==> config.mk <==
export PLATFORM = sky130hd
export DESIGN_NAME = low_power_mode_control
export DESIGN_NICKNAME = d
export VERILOG_FILES = /design/src/hw/lpm_ctl_pkg.sv /design/src/hw/low_power_mode_control.sv
export SDC_FILE = /design/constraint.sdc
export NUM_CORES = 1
export LEC_CHECK = 0
export ABC_AREA = 1
export BUFFER_PORTS_ARGS = -buffer_cell sky130_fd_sc_hd__buf_2
export CAP_MARGIN = 20
export CORE_ASPECT_RATIO = 0.9
export CORE_UTILIZATION = 51
export DETAILED_ROUTE_END_ITERATION = 10
export PLACE_DENSITY = 0.81
export SYNTH_ARGS = -nofsm -noshare
export SYNTH_HDL_FRONTEND = slang
export SYNTH_SLANG_ARGS = --single-unit
==> constraint.sdc <==
create_clock -name mclk -period 2.47 [get_ports mclk]
set_clock_uncertainty 0.2 [all_clocks]
set_input_delay 0 -clock mclk [delete_from_list [all_inputs] [get_ports mclk]]
set_output_delay 0 -clock mclk [all_outputs]
set_load 0.01 [all_outputs]
==> src/hw/lpm_ctl_pkg.sv <==
/*
  Constants and types for the low-power mode controller.
  Assumes a 32-bit APB register bus and one 125 MHz system clock.
*/
package lpm_ctl_pkg;
  // Register byte offsets
  localparam logic [11:0] OFS_STATUS  = 12'h000;
  localparam logic [11:0] OFS_MODEN   = 12'h004;
  localparam logic [11:0] OFS_CLKCFG  = 12'h008;
  localparam logic [11:0] OFS_SAVED   = 12'h00C;
  // Status word layout, bits 15..9 reserved and read as zero
  localparam int SR_W      = 16;
  localparam int SR_USED_W = 9;
  localparam int BIT_V     = 8;
  localparam int BIT_SYSCLK_GEN_CTL_HI  = 7;
  localparam int BIT_SYSCLK_GEN_CTL_LO  = 6;
  localparam int BIT_OSC   = 5;
  localparam int BIT_CPU   = 4;
  localparam int BIT_GIE   = 3;
  localparam logic [SR_W-1:0] SR_RESET   = 16'h0000;
  localparam logic [SR_W-1:0] SR_MODE_MSK = 16'h00F8;
  // Clock config layout
  localparam int CFG_SEL_BIT  = 0;
  localparam int CFG_MULT_LSB = 8;
  localparam int MULT_W       = 8;
  localparam logic [MULT_W-1:0] MULT_RESET = 8'h04;
  // Vector table
  localparam logic [15:0] VEC_BASE  = 16'hFFE0;
  localparam logic [15:0] VEC_RESET = 16'hFFFE;
  localparam int IRQ_N    = 15;
  localparam int IRQ_NMI  = 14;

  typedef struct packed {
    logic cpu_run;
    logic main_clk_on;
    logic fll_on;
    logic dc_gen_on;
    logic crystal_on;
  } mode_ctl_type;

  typedef enum logic [1:0] {st_idle, st_fetch, st_load} vec_state_type;
endpackage

==> src/hw/low_power_mode_control.sv <==
/*
  Low-power mode controller: status word, mode decode, interrupt
  accept with vector fetch, module enables, clock generation and
  clock output select, registers over APB.
  Assumes all inputs synchronous to mclk; vector memory answers
  vec_word in the same cycle that vec_rd is high.
*/
// Added by the designer: the APB interface to the registers and the register offsets.
`timescale 1ns/100ps
module low_power_mode_control
  import lpm_ctl_pkg::*;
#(
  parameter int PERIPH_N = 8,
  parameter int DIV_W    = 8
)(
  input  wire logic                mclk,
  input  wire logic                resetn,
  input  wire logic                clk_en,
  input  wire logic                psel,
  input  wire logic                penable,
  input  wire logic                pwrite,
  input  wire logic [11:0]         paddr,
  input  wire logic [31:0]         pwdata,
  output logic                     pready,
  output logic                     pslverr,
  output logic [31:0]              prdata,
  input  wire logic [IRQ_N-1:0]    irq_req,
  input  wire logic [IRQ_N-1:0]    irq_en,
  input  wire logic                return_from_irq_exec,
  output logic                     irq_taken,
  output logic [3:0]               irq_idx,
  output logic                     vec_rd,
  output logic [15:0]              vec_addr,
  input  wire logic [15:0]         vec_word,
  output logic                     pc_load,
  output logic [15:0]              pc_value,
  output mode_ctl_type             mode_ctl,
  output logic [PERIPH_N-1:0]      periph_enable,
  input  wire logic                xtal_in,
  output logic                     aux_clk,
  output logic                     main_clk,
  output logic                     clock_out_pin
);

  if (PERIPH_N < 1 || PERIPH_N > 32) $error("PERIPH_N out of range");
  if (DIV_W < 2 || DIV_W > 16) $error("DIV_W out of range");

  logic [SR_W-1:0]     status_reg;
  logic [SR_W-1:0]     saved_reg;
  logic [PERIPH_N-1:0] moden_reg;
  logic                out_sel_reg;
  logic [MULT_W-1:0]   mult_reg;
  vec_state_type       vstate_reg;
  logic [DIV_W-1:0]    div_reg;
  logic [DIV_W-1:0]    cnt_reg;
  logic [MULT_W-1:0]   edges_reg;
  logic                xtal_prev_reg;
  logic                wr_en;
  logic                rd_setup;
  logic                mapped;
  logic [IRQ_N-1:0]    eligible;
  logic                any_irq;
  logic [3:0]          pick;
  logic                accept;
  logic                aux_rise;
  logic                main_tick;

  // Mode decode from status bits
  always_comb
  begin
    mode_ctl.cpu_run     = !status_reg[BIT_CPU];
    mode_ctl.fll_on      = !status_reg[BIT_SYSCLK_GEN_CTL_LO] && !status_reg[BIT_SYSCLK_GEN_CTL_HI];
    mode_ctl.main_clk_on = !status_reg[BIT_SYSCLK_GEN_CTL_HI];
    mode_ctl.dc_gen_on   = !(status_reg[BIT_SYSCLK_GEN_CTL_HI] && status_reg[BIT_SYSCLK_GEN_CTL_LO]);
    mode_ctl.crystal_on  = !status_reg[BIT_OSC];
  end

  // APB decode; zero wait states, data set up in the setup cycle
  assign mapped   = (paddr == OFS_STATUS) || (paddr == OFS_MODEN) ||
                    (paddr == OFS_CLKCFG) || (paddr == OFS_SAVED);
  assign pready   = psel && penable && clk_en;
  assign pslverr  = pready && !mapped;
  assign wr_en    = pready && pwrite && mapped;
  assign rd_setup = clk_en && psel && !penable && !pwrite;

  always_ff @(posedge mclk)
  begin
    if (!resetn)
      prdata <= 32'h0000_0000;
    else if (rd_setup)
    begin
      if (paddr == OFS_STATUS)
        prdata <= 32'(status_reg[SR_USED_W-1:0]);
      else if (paddr == OFS_MODEN)
        prdata <= 32'(moden_reg);
      else if (paddr == OFS_CLKCFG)
        prdata <= 32'({mult_reg, 7'h00, out_sel_reg});
      else if (paddr == OFS_SAVED)
        prdata <= 32'(saved_reg[SR_USED_W-1:0]);
      else
        prdata <= 32'h0000_0000;
    end
  end

  // Interrupt selection: NMI ignores the global enable
  always_comb
  begin
    eligible = irq_req & irq_en & {IRQ_N{status_reg[BIT_GIE]}};
    eligible[IRQ_NMI] = irq_req[IRQ_NMI];
    any_irq = |eligible;
    pick = 4'h0;
    for (int i = 0; i < IRQ_N; i++)
      if (eligible[i])
        pick = 4'(i);
  end
  assign accept = clk_en && any_irq && (vstate_reg == st_idle);

  // Status word; hardware update wins over a same-cycle bus write.
  // One save slot only: nested accepts overwrite it.
  always_ff @(posedge mclk)
  begin
    if (!resetn)
    begin
      status_reg <= SR_RESET;
      saved_reg  <= SR_RESET;
    end
    else if (clk_en)
    begin
      if (accept)
      begin
        saved_reg  <= status_reg;
        status_reg <= status_reg & ~SR_MODE_MSK;
      end
      else if (return_from_irq_exec)
        status_reg <= saved_reg;
      else if (wr_en && paddr == OFS_STATUS)
        status_reg <= {7'h00, pwdata[SR_USED_W-1:0]};
    end
  end

  // Module enables; peripheral registers stay reachable regardless
  always_ff @(posedge mclk)
  begin
    if (!resetn)
      moden_reg <= '0;
    else if (clk_en && wr_en && paddr == OFS_MODEN)
      moden_reg <= pwdata[PERIPH_N-1:0];
  end
  assign periph_enable = moden_reg;

  always_ff @(posedge mclk)
  begin
    if (!resetn)
    begin
      out_sel_reg <= 1'b0;
      mult_reg    <= MULT_RESET;
    end
    else if (clk_en && wr_en && paddr == OFS_CLKCFG)
    begin
      out_sel_reg <= pwdata[CFG_SEL_BIT];
      mult_reg    <= pwdata[CFG_MULT_LSB +: MULT_W];
    end
  end

  // Vector fetch sequence; reset enters it with the reset vector
  always_ff @(posedge mclk)
  begin
    if (!resetn)
    begin
      vstate_reg <= st_fetch;
      vec_addr   <= VEC_RESET;
      irq_idx    <= 4'hF;
      irq_taken  <= 1'b0;
      pc_value   <= 16'h0000;
      pc_load    <= 1'b0;
    end
    else if (clk_en)
    begin
      irq_taken <= 1'b0;
      pc_load   <= 1'b0;
      case (vstate_reg)
        st_idle:
          if (accept)
          begin
            vstate_reg <= st_fetch;
            irq_idx    <= pick;
            irq_taken  <= 1'b1;
            vec_addr   <= VEC_BASE | {11'h000, pick, 1'b0};
          end
        st_fetch:
        begin
          pc_value   <= vec_word;
          pc_load    <= 1'b1;
          vstate_reg <= st_load;
        end
        default:
          vstate_reg <= st_idle;
      endcase
    end
  end
  assign vec_rd = (vstate_reg == st_fetch);

  // Auxiliary clock tracks the crystal while it runs
  always_ff @(posedge mclk)
  begin
    if (!resetn)
    begin
      xtal_prev_reg <= 1'b0;
      aux_clk       <= 1'b0;
    end
    else if (clk_en)
    begin
      xtal_prev_reg <= xtal_in;
      aux_clk       <= xtal_in && mode_ctl.crystal_on;
    end
  end
  assign aux_rise = xtal_in && !xtal_prev_reg && mode_ctl.crystal_on;

  // Main clock divider, held low while stopped
  assign main_tick = mode_ctl.main_clk_on && (cnt_reg >= div_reg);
  always_ff @(posedge mclk)
  begin
    if (!resetn)
    begin
      cnt_reg  <= '0;
      main_clk <= 1'b0;
    end
    else if (clk_en)
    begin
      if (!mode_ctl.main_clk_on)
      begin
        cnt_reg  <= '0;
        main_clk <= 1'b0;
      end
      else if (main_tick)
      begin
        cnt_reg  <= '0;
        main_clk <= !main_clk;
      end
      else
        cnt_reg <= cnt_reg + 1'b1;
    end
  end

  // Lock loop: count main rising edges per aux period, steer divider
  always_ff @(posedge mclk)
  begin
    if (!resetn)
    begin
      edges_reg <= '0;
      div_reg   <= DIV_W'(1);
    end
    else if (clk_en)
    begin
      if (aux_rise)
      begin
        edges_reg <= '0;
        if (mode_ctl.fll_on)
        begin
          if (edges_reg < mult_reg && div_reg > DIV_W'(1))
            div_reg <= div_reg - 1'b1;
          else if (edges_reg > mult_reg && div_reg != '1)
            div_reg <= div_reg + 1'b1;
        end
      end
      else if (main_tick && !main_clk && edges_reg != '1)
        edges_reg <= edges_reg + 1'b1;
    end
  end

  always_ff @(posedge mclk)
  begin
    if (!resetn)
      clock_out_pin <= 1'b0;
    else if (clk_en)
      clock_out_pin <= out_sel_reg ? aux_clk : main_clk;
  end
endmodule

* Word-level counts from Yosys, hierarchy flattened *
Index checks and enable logic that the tools add are counted.

cells by class
  add/subtract/negate cells = 4
  multiply operators = 0
  div/mod/pow operators = 0
  order comparisons = 4
  equality and inequality tests = 7
  shift-type cells = 0
  mux-type cells = 35
  bitwise logic cells = 3
  reductions and logical operators = 54

operator list
  operator                                            count
  2-to-1 mux 16 bit                                   5
  2-to-1 mux 8 bit                                    7
  2-to-1 mux 4 bit                                    13
  bitwise AND 14 bit                                  2
  adder 8 x 1 -> 8 bit, second input constant         3
  == test 12 x 4 -> 1 bit, second input constant      2
  logical AND 1 bit                                   24
  != test 8 bit, second input constant                2
  OR reduction 15 bit                                 1
  == test 12 x 3 -> 1 bit, second input constant      1
  zero test 12 bit                                    1
  AND reduction 2 bit                                 6
  zero test 1 bit                                     10
  2-to-1 mux 9 bit                                    1
  >= comparator 8 bit                                 1
  > comparator 8 x 1 -> 1 bit, second input constant  1
  > comparator 8 bit                                  1
  < comparator 8 bit                                  1
  nonzero test 2 bit                                  4
  subtractor 8 x 1 -> 8 bit, second input constant    1
  2-to-1 mux 1 bit                                    7
  AND reduction 3 bit                                 2
  case mux 2 bit (2 select lines)                     1
  AND reduction 4 bit                                 1
  7 further kinds                                     9

storage, ports and cells
  register bits after elaboration = 133
  latch bits = 0
  RAM bits = 0
  ROM bits = 0
  output and inout bits = 89
  memories = 0

* Depth between registers and ports, before layout *
  depth in word-level cells = 16
  mapped depth = 18
  mapped depth without buffers = 16

* Least setup slack after synthesis *
OpenSTA, ideal clock, no wires.

  path type = flip-flop to flip-flop
  from = reg div_reg[5]
  to = reg cnt_reg[0]
  library setup time = 71 ps
  arrival = 1716 ps
  required time = 2199 ps
  slack = 484 ps
  stages on the path, launching flop included = 10
  cells stage by stage = dfxtp_1 -> inv_1 -> ha_1 -> a21oi_1 -> nor2_1 -> a211oi_1 -> nand2_1 -> o21ai_0 -> nand2_1 -> a21oi_1

between the ends
  word-level cells in the longest chain between the ends = 4

ends and longest elaborated chain
  item                    RTL line                       source
  start, declared         low_power_mode_control.sv:54   logic [DIV_W-1:0] div_reg;
  start signal, assigned  low_power_mode_control.sv:261  div_reg <= div_reg - 1'b1;
  start signal, assigned  low_power_mode_control.sv:263  div_reg <= div_reg + 1'b1;
  >= comparator 8 bit     low_power_mode_control.sv:220  assign main_tick = mode_ctl.main_clk_on && (cnt_reg >= div_reg);
  logical AND 1 bit       low_power_mode_control.sv:220
  2-to-1 mux 8 bit        low_power_mode_control.sv:235  else if (main_tick)
  2-to-1 mux 8 bit        low_power_mode_control.sv:230  if (!mode_ctl.main_clk_on)
  end signal, assigned    low_power_mode_control.sv:241  cnt_reg <= cnt_reg + 1'b1;
  end, declared           low_power_mode_control.sv:55   logic [DIV_W-1:0] cnt_reg;

Every way passes these cells.
A chain may end at the register's enable or synchronous reset.

* Worst setup path in the final report *
  from = in paddr[3]
  to = reg mult_reg[2]

between the ends
  word-level cells in the longest chain between the ends = 7
  elaborated cells on any way between the ends = 10
  those cells by class = 3 x eq/ne; 7 x reduce/logical

ends and longest elaborated chain
  item                                                         RTL line                       source
  start, declared                                              low_power_mode_control.sv:22   input wire logic [11:0] paddr,
  == test 12 x 3 -> 1 bit or zero test 12 bit (tied branches)  low_power_mode_control.sv:79   assign mapped = (paddr == OFS_STATUS) || (paddr == OFS_MODEN) ||
  logical OR 1 bit (2 in series)                               low_power_mode_control.sv:79
  logical OR 1 bit                                             low_power_mode_control.sv:80   (paddr == OFS_CLKCFG) || (paddr == OFS_SAVED);
  logical AND 1 bit                                            low_power_mode_control.sv:83   assign wr_en = pready && pwrite && mapped;
  logical AND 1 bit                                            low_power_mode_control.sv:158  else if (clk_en && wr_en && paddr == OFS_CLKCFG)
  logical AND 1 bit *                                          low_power_mode_control.sv:158
  end signal, assigned                                         low_power_mode_control.sv:161  mult_reg <= pwdata[CFG_MULT_LSB +: MULT_W];
  end, declared                                                low_power_mode_control.sv:52   logic [MULT_W-1:0] mult_reg;

Every way passes the cells marked *; elsewhere a longest branch is shown, timed or not.

==> run_results.csv <==
group,metric,value,unit
power,sequentialPowerShare,0.487,
routing,drcViolationCount,0,
power,sw_frac_of_total,0.2728,
yosys,synth_edf_count,0,
finish,fin_area,7216,um^2
critical_path,cp_slowest_stage_delay,0.58,ns
power,p_comb_frac,0.144,
critical_path,cp.required,2.55,ns
sta,fin_crit_sh,0.9458,
sta,max_slew_margin,0.5570,
clock_network,cts_buffer_depth,2,
finish,reg_top3,"pc_value (16), prdata (16)",
placed_design,dpl_cell_area,6269,um^2
power,pwr-share-clk,0.369,
run,drv_cap,0,
min_path,min_path_type,"in -> reg",
floorplanning,core-area,10470,um^2
placed_design,port_buffers,141,
power,p_switching,0.0009857,W
sta,max_slew.worst_pin.slew,0.6620,ns
clock_network,clkTransAtPathRegs,0.07,ns
routing,firstDrtPassIters,5,
global_routing,grt_pass1_wl,24240,um
yosys,ys_top_cells_by_area,"dfxtp_1, nand2_1, a21oi_1",
finish,n_antenna_cell,0,
floorplanning,die_w,112.5,um
critical_path,critPathKind,"in -> reg",
critical_path,cp_top_family,"buffers and inverters",
clock_network,htreeDepth,3,
routing,drt_iter0_markers,360,
power,vdd_drop_max,0.3677,mV
clock_network,clkSinkCount,103,
clock_network,cts_buffers,9,
yosys,yosysWarningCount,0,
yosys,syn_area_per_cell,7.416,um^2
finish,layout-drive-gt1-share,0.2180,
status,outcome,"completed",
power,power.density,500.7,nW/um^2
global_routing,grt_pass1_vias,5283,
routing,wl,14810,um
clock_network,root_buffer,"clkbuf_16",
yosys,synth_top_flop_cell,"dfxtp_1",
critical_path,crit_path_start_kind,"input pin",
power,p_leak,3.198,nW
routing,vias_per_cell,5.317,
critical_path,critical_path.max_fanout,6,
critical_path,cp.arrival,2.42,ns
yosys,yosysTopAreaCell,"dfxtp_1",
sta,whs,0.03060,ns
clock_network,cts_tree,"yes",
yosys,async_flop_share,0,
sta,setup_viol,0,
critical_path,critPathBufInv,4,
floorplanning,rows,35,
global_routing,grt_overflow,0,
placed_design,place_hpwl,9893,um
finish,syn_to_final_growth,28.70,%
floorplanning,die-area,11420,um^2
global_routing,grt_usage,0.2629,
routing,vias,5758,
critical_path,cp_common_cell,"dlygate4sd3_1",
finish,nNetsFinal,1069,
sta,drv_slew,0,
clock_network,post_cts_buffers,0,
sta,rsz0062_at_grt,"false",
critical_path,worst_setup_path_end_kind,"flop",
yosys,ys_ff_latch,103,
placed_design,gp_congestion,0.8406,
critical_path,r2r_slack,0.19,ns
routing,post_drt_wl_per_cell,13.68,um
floorplanning,start_util,0.5357,
sta,clock.fmax,428.1,MHz
finish,final_util,0.6894,
critical_path,crit_slowest_cell,"dlygate4sd3_1",
sta,hold_viol_final,0,
sta,fin_crit,2.336,ns
floorplanning,dieHeight,101.5,um
clock_network,clk_latency,0.34,ns
power,p_int,0.002627,W
floorplanning,io_pins,187,
critical_path,worstPathCellList,"dlygate4sd3_1, buf_2, nor2_2, nand3_4, nand2_2, nand4_1, dlygate4sd3_1, nand3_1, dlygate4sd3_1",
yosys,netlist_instances,756,
yosys,syn_area,5607,um^2
yosys,synth.top_cell.area_share,0.3678,
sta,setup_tns,0,ns
global_routing,grt_max_degree,46,
yosys,synth_cell_type_count,46,
yosys,seq_area_frac_synth,0.3678,
global_routing,grt_antenna_before_repair,0,
routing,ant_nets,0,
[per-stage QoR]
step	setup WS (ns)	std cells	power, W
after floorplan	0.4838	782	0.002092
after global placement	0.2781	1002	0.002220
after detailed placement	0.2008	1002	0.002228
after CTS	0.08869	1083	0.003630
after global routing	0.01770	1083	0.003759
final	0.1339	1083	0.003613
[routing by layer]
metal,track usage,wire length [um],part of all wire,vias up
li1,-,-,-,2867
met1,0.3201,6293,0.42,2625
met2,0.4649,7283,0.49,237
met3,0.04668,904,0.061,29
met4,0.1067,329,0.022,0
met5,0,0,0,-
[power by group through the flow]
| stage | Combinational [W] | Sequential, W | Clock (W) |
|---|---|---|---|
| after floorplan | 0.000293 | 0.00180 | 0 |
| after global placement | 0.000426 | 0.00179 | 0 |
| after detailed placement | 0.000433 | 0.00179 | 0 |
| after CTS | 0.000509 | 0.00176 | 0.00136 |
| after global routing | 0.000571 | 0.00176 | 0.00142 |
| final | 0.000519 | 0.00176 | 0.00133 |
[synthesized netlist by cell type, types with 20 or more instances]
cell	n
nand2_1	137
dfxtp_1	103
a21oi_1	79
nand3_1	79
o21ai_0	58
inv_1	56
nor2_1	54
buf_4	35
ha_1	21
xor2_1	21
clkbuf_1	20
[final timing paths]
path	start	end	depth (start not counted)
worst max-delay path	paddr[3]	mult_reg[2]	9
worst min-delay path	clk_en	pc_value[11]	4
worst max register to register	vstate_reg[0]	pc_value[2]	7
worst min register to register	prdata[9]	prdata[9]	2
[area by class of cell]
type                       instances  area (um^2)
timing repair buffer             218         1449
multi-input combinational        555         3029
clock inverter                     5        42.54
clock buffer                      10        229.0
inverter                          63        240.2
tap                              129        161.4
fill                             847         3251
sequential                       103         2064
[cells in the final DEF, fill, tap and decap left out, types with 2 or more instances in the layout]
| cell | Yosys | layout |
|---|---|---|
| nor2_8 | 3 | 3 |
| nand3_2 | 4 | 5 |
| nor2_2 | 2 | 3 |
| a41oi_1 | 7 | 7 |
| xor2_1 | 21 | 21 |
| o22ai_1 | 2 | 2 |
| clkinv_4 | 0 | 2 |
| nor3_2 | 3 | 4 |
| o21bai_1 | 2 | 2 |
| nand2_4 | 2 | 2 |
| dfxtp_1 | 103 | 101 |
| buf_2 | 2 | 141 |
| nor2_4 | 3 | 3 |
| nand2_1 | 137 | 137 |
| nor2_1 | 54 | 53 |
| o211ai_1 | 3 | 3 |
| buf_4 | 35 | 11 |
| inv_6 | 0 | 2 |
| dlygate4sd3_1 | 0 | 66 |
| nand3_1 | 79 | 78 |
| inv_1 | 56 | 56 |
| a21oi_1 | 79 | 79 |
| inv_2 | 4 | 4 |
| nor3_4 | 2 | 2 |
| o21ai_1 | 4 | 4 |
| nand3_4 | 3 | 3 |
| nor3b_1 | 2 | 2 |
| a31oi_1 | 2 | 2 |
| a21boi_0 | 3 | 3 |
| nand3b_1 | 2 | 2 |
| o21ai_0 | 58 | 58 |
| nand4_1 | 6 | 6 |
| ha_1 | 21 | 21 |
| nor3_1 | 8 | 7 |
| conb_1 | 2 | 28 |
| clkbuf_16 | 0 | 9 |
| dfxtp_2 | 0 | 2 |
| nand2_2 | 8 | 8 |
[cell families after synthesis]
group	after synthesis	share of synthesized area
fa+ha+maj	21	0.04686
compound gates	165	0.1598
xor+xnor	22	0.03437
flops	103	0.3678
buf+inv	124	0.1116
simple gates	319	0.2783
other cells	2	0.001339
[worst reg2reg max path: cells and delay by family (launching register included)]
| kind | cells | cell delay (ns) |
|---|---|---|
| buffers and inverters | 3 | 0.87 |
| and+or+nand+nor | 3 | 0.68 |
| DFF | 1 | 0.33 |
| AOI/OAI and AO/OA | 1 | 0.09 |
[repair_timing]
action / 4_1_cts / 5_1_grt
gates resized for setup: 0 / 5
hold endpoints to repair: 67 / 0
hold buffers: 66 / 0
setup endpoints to repair: 0 / 3
No activity file was read; power rests on OpenSTA's default activity.
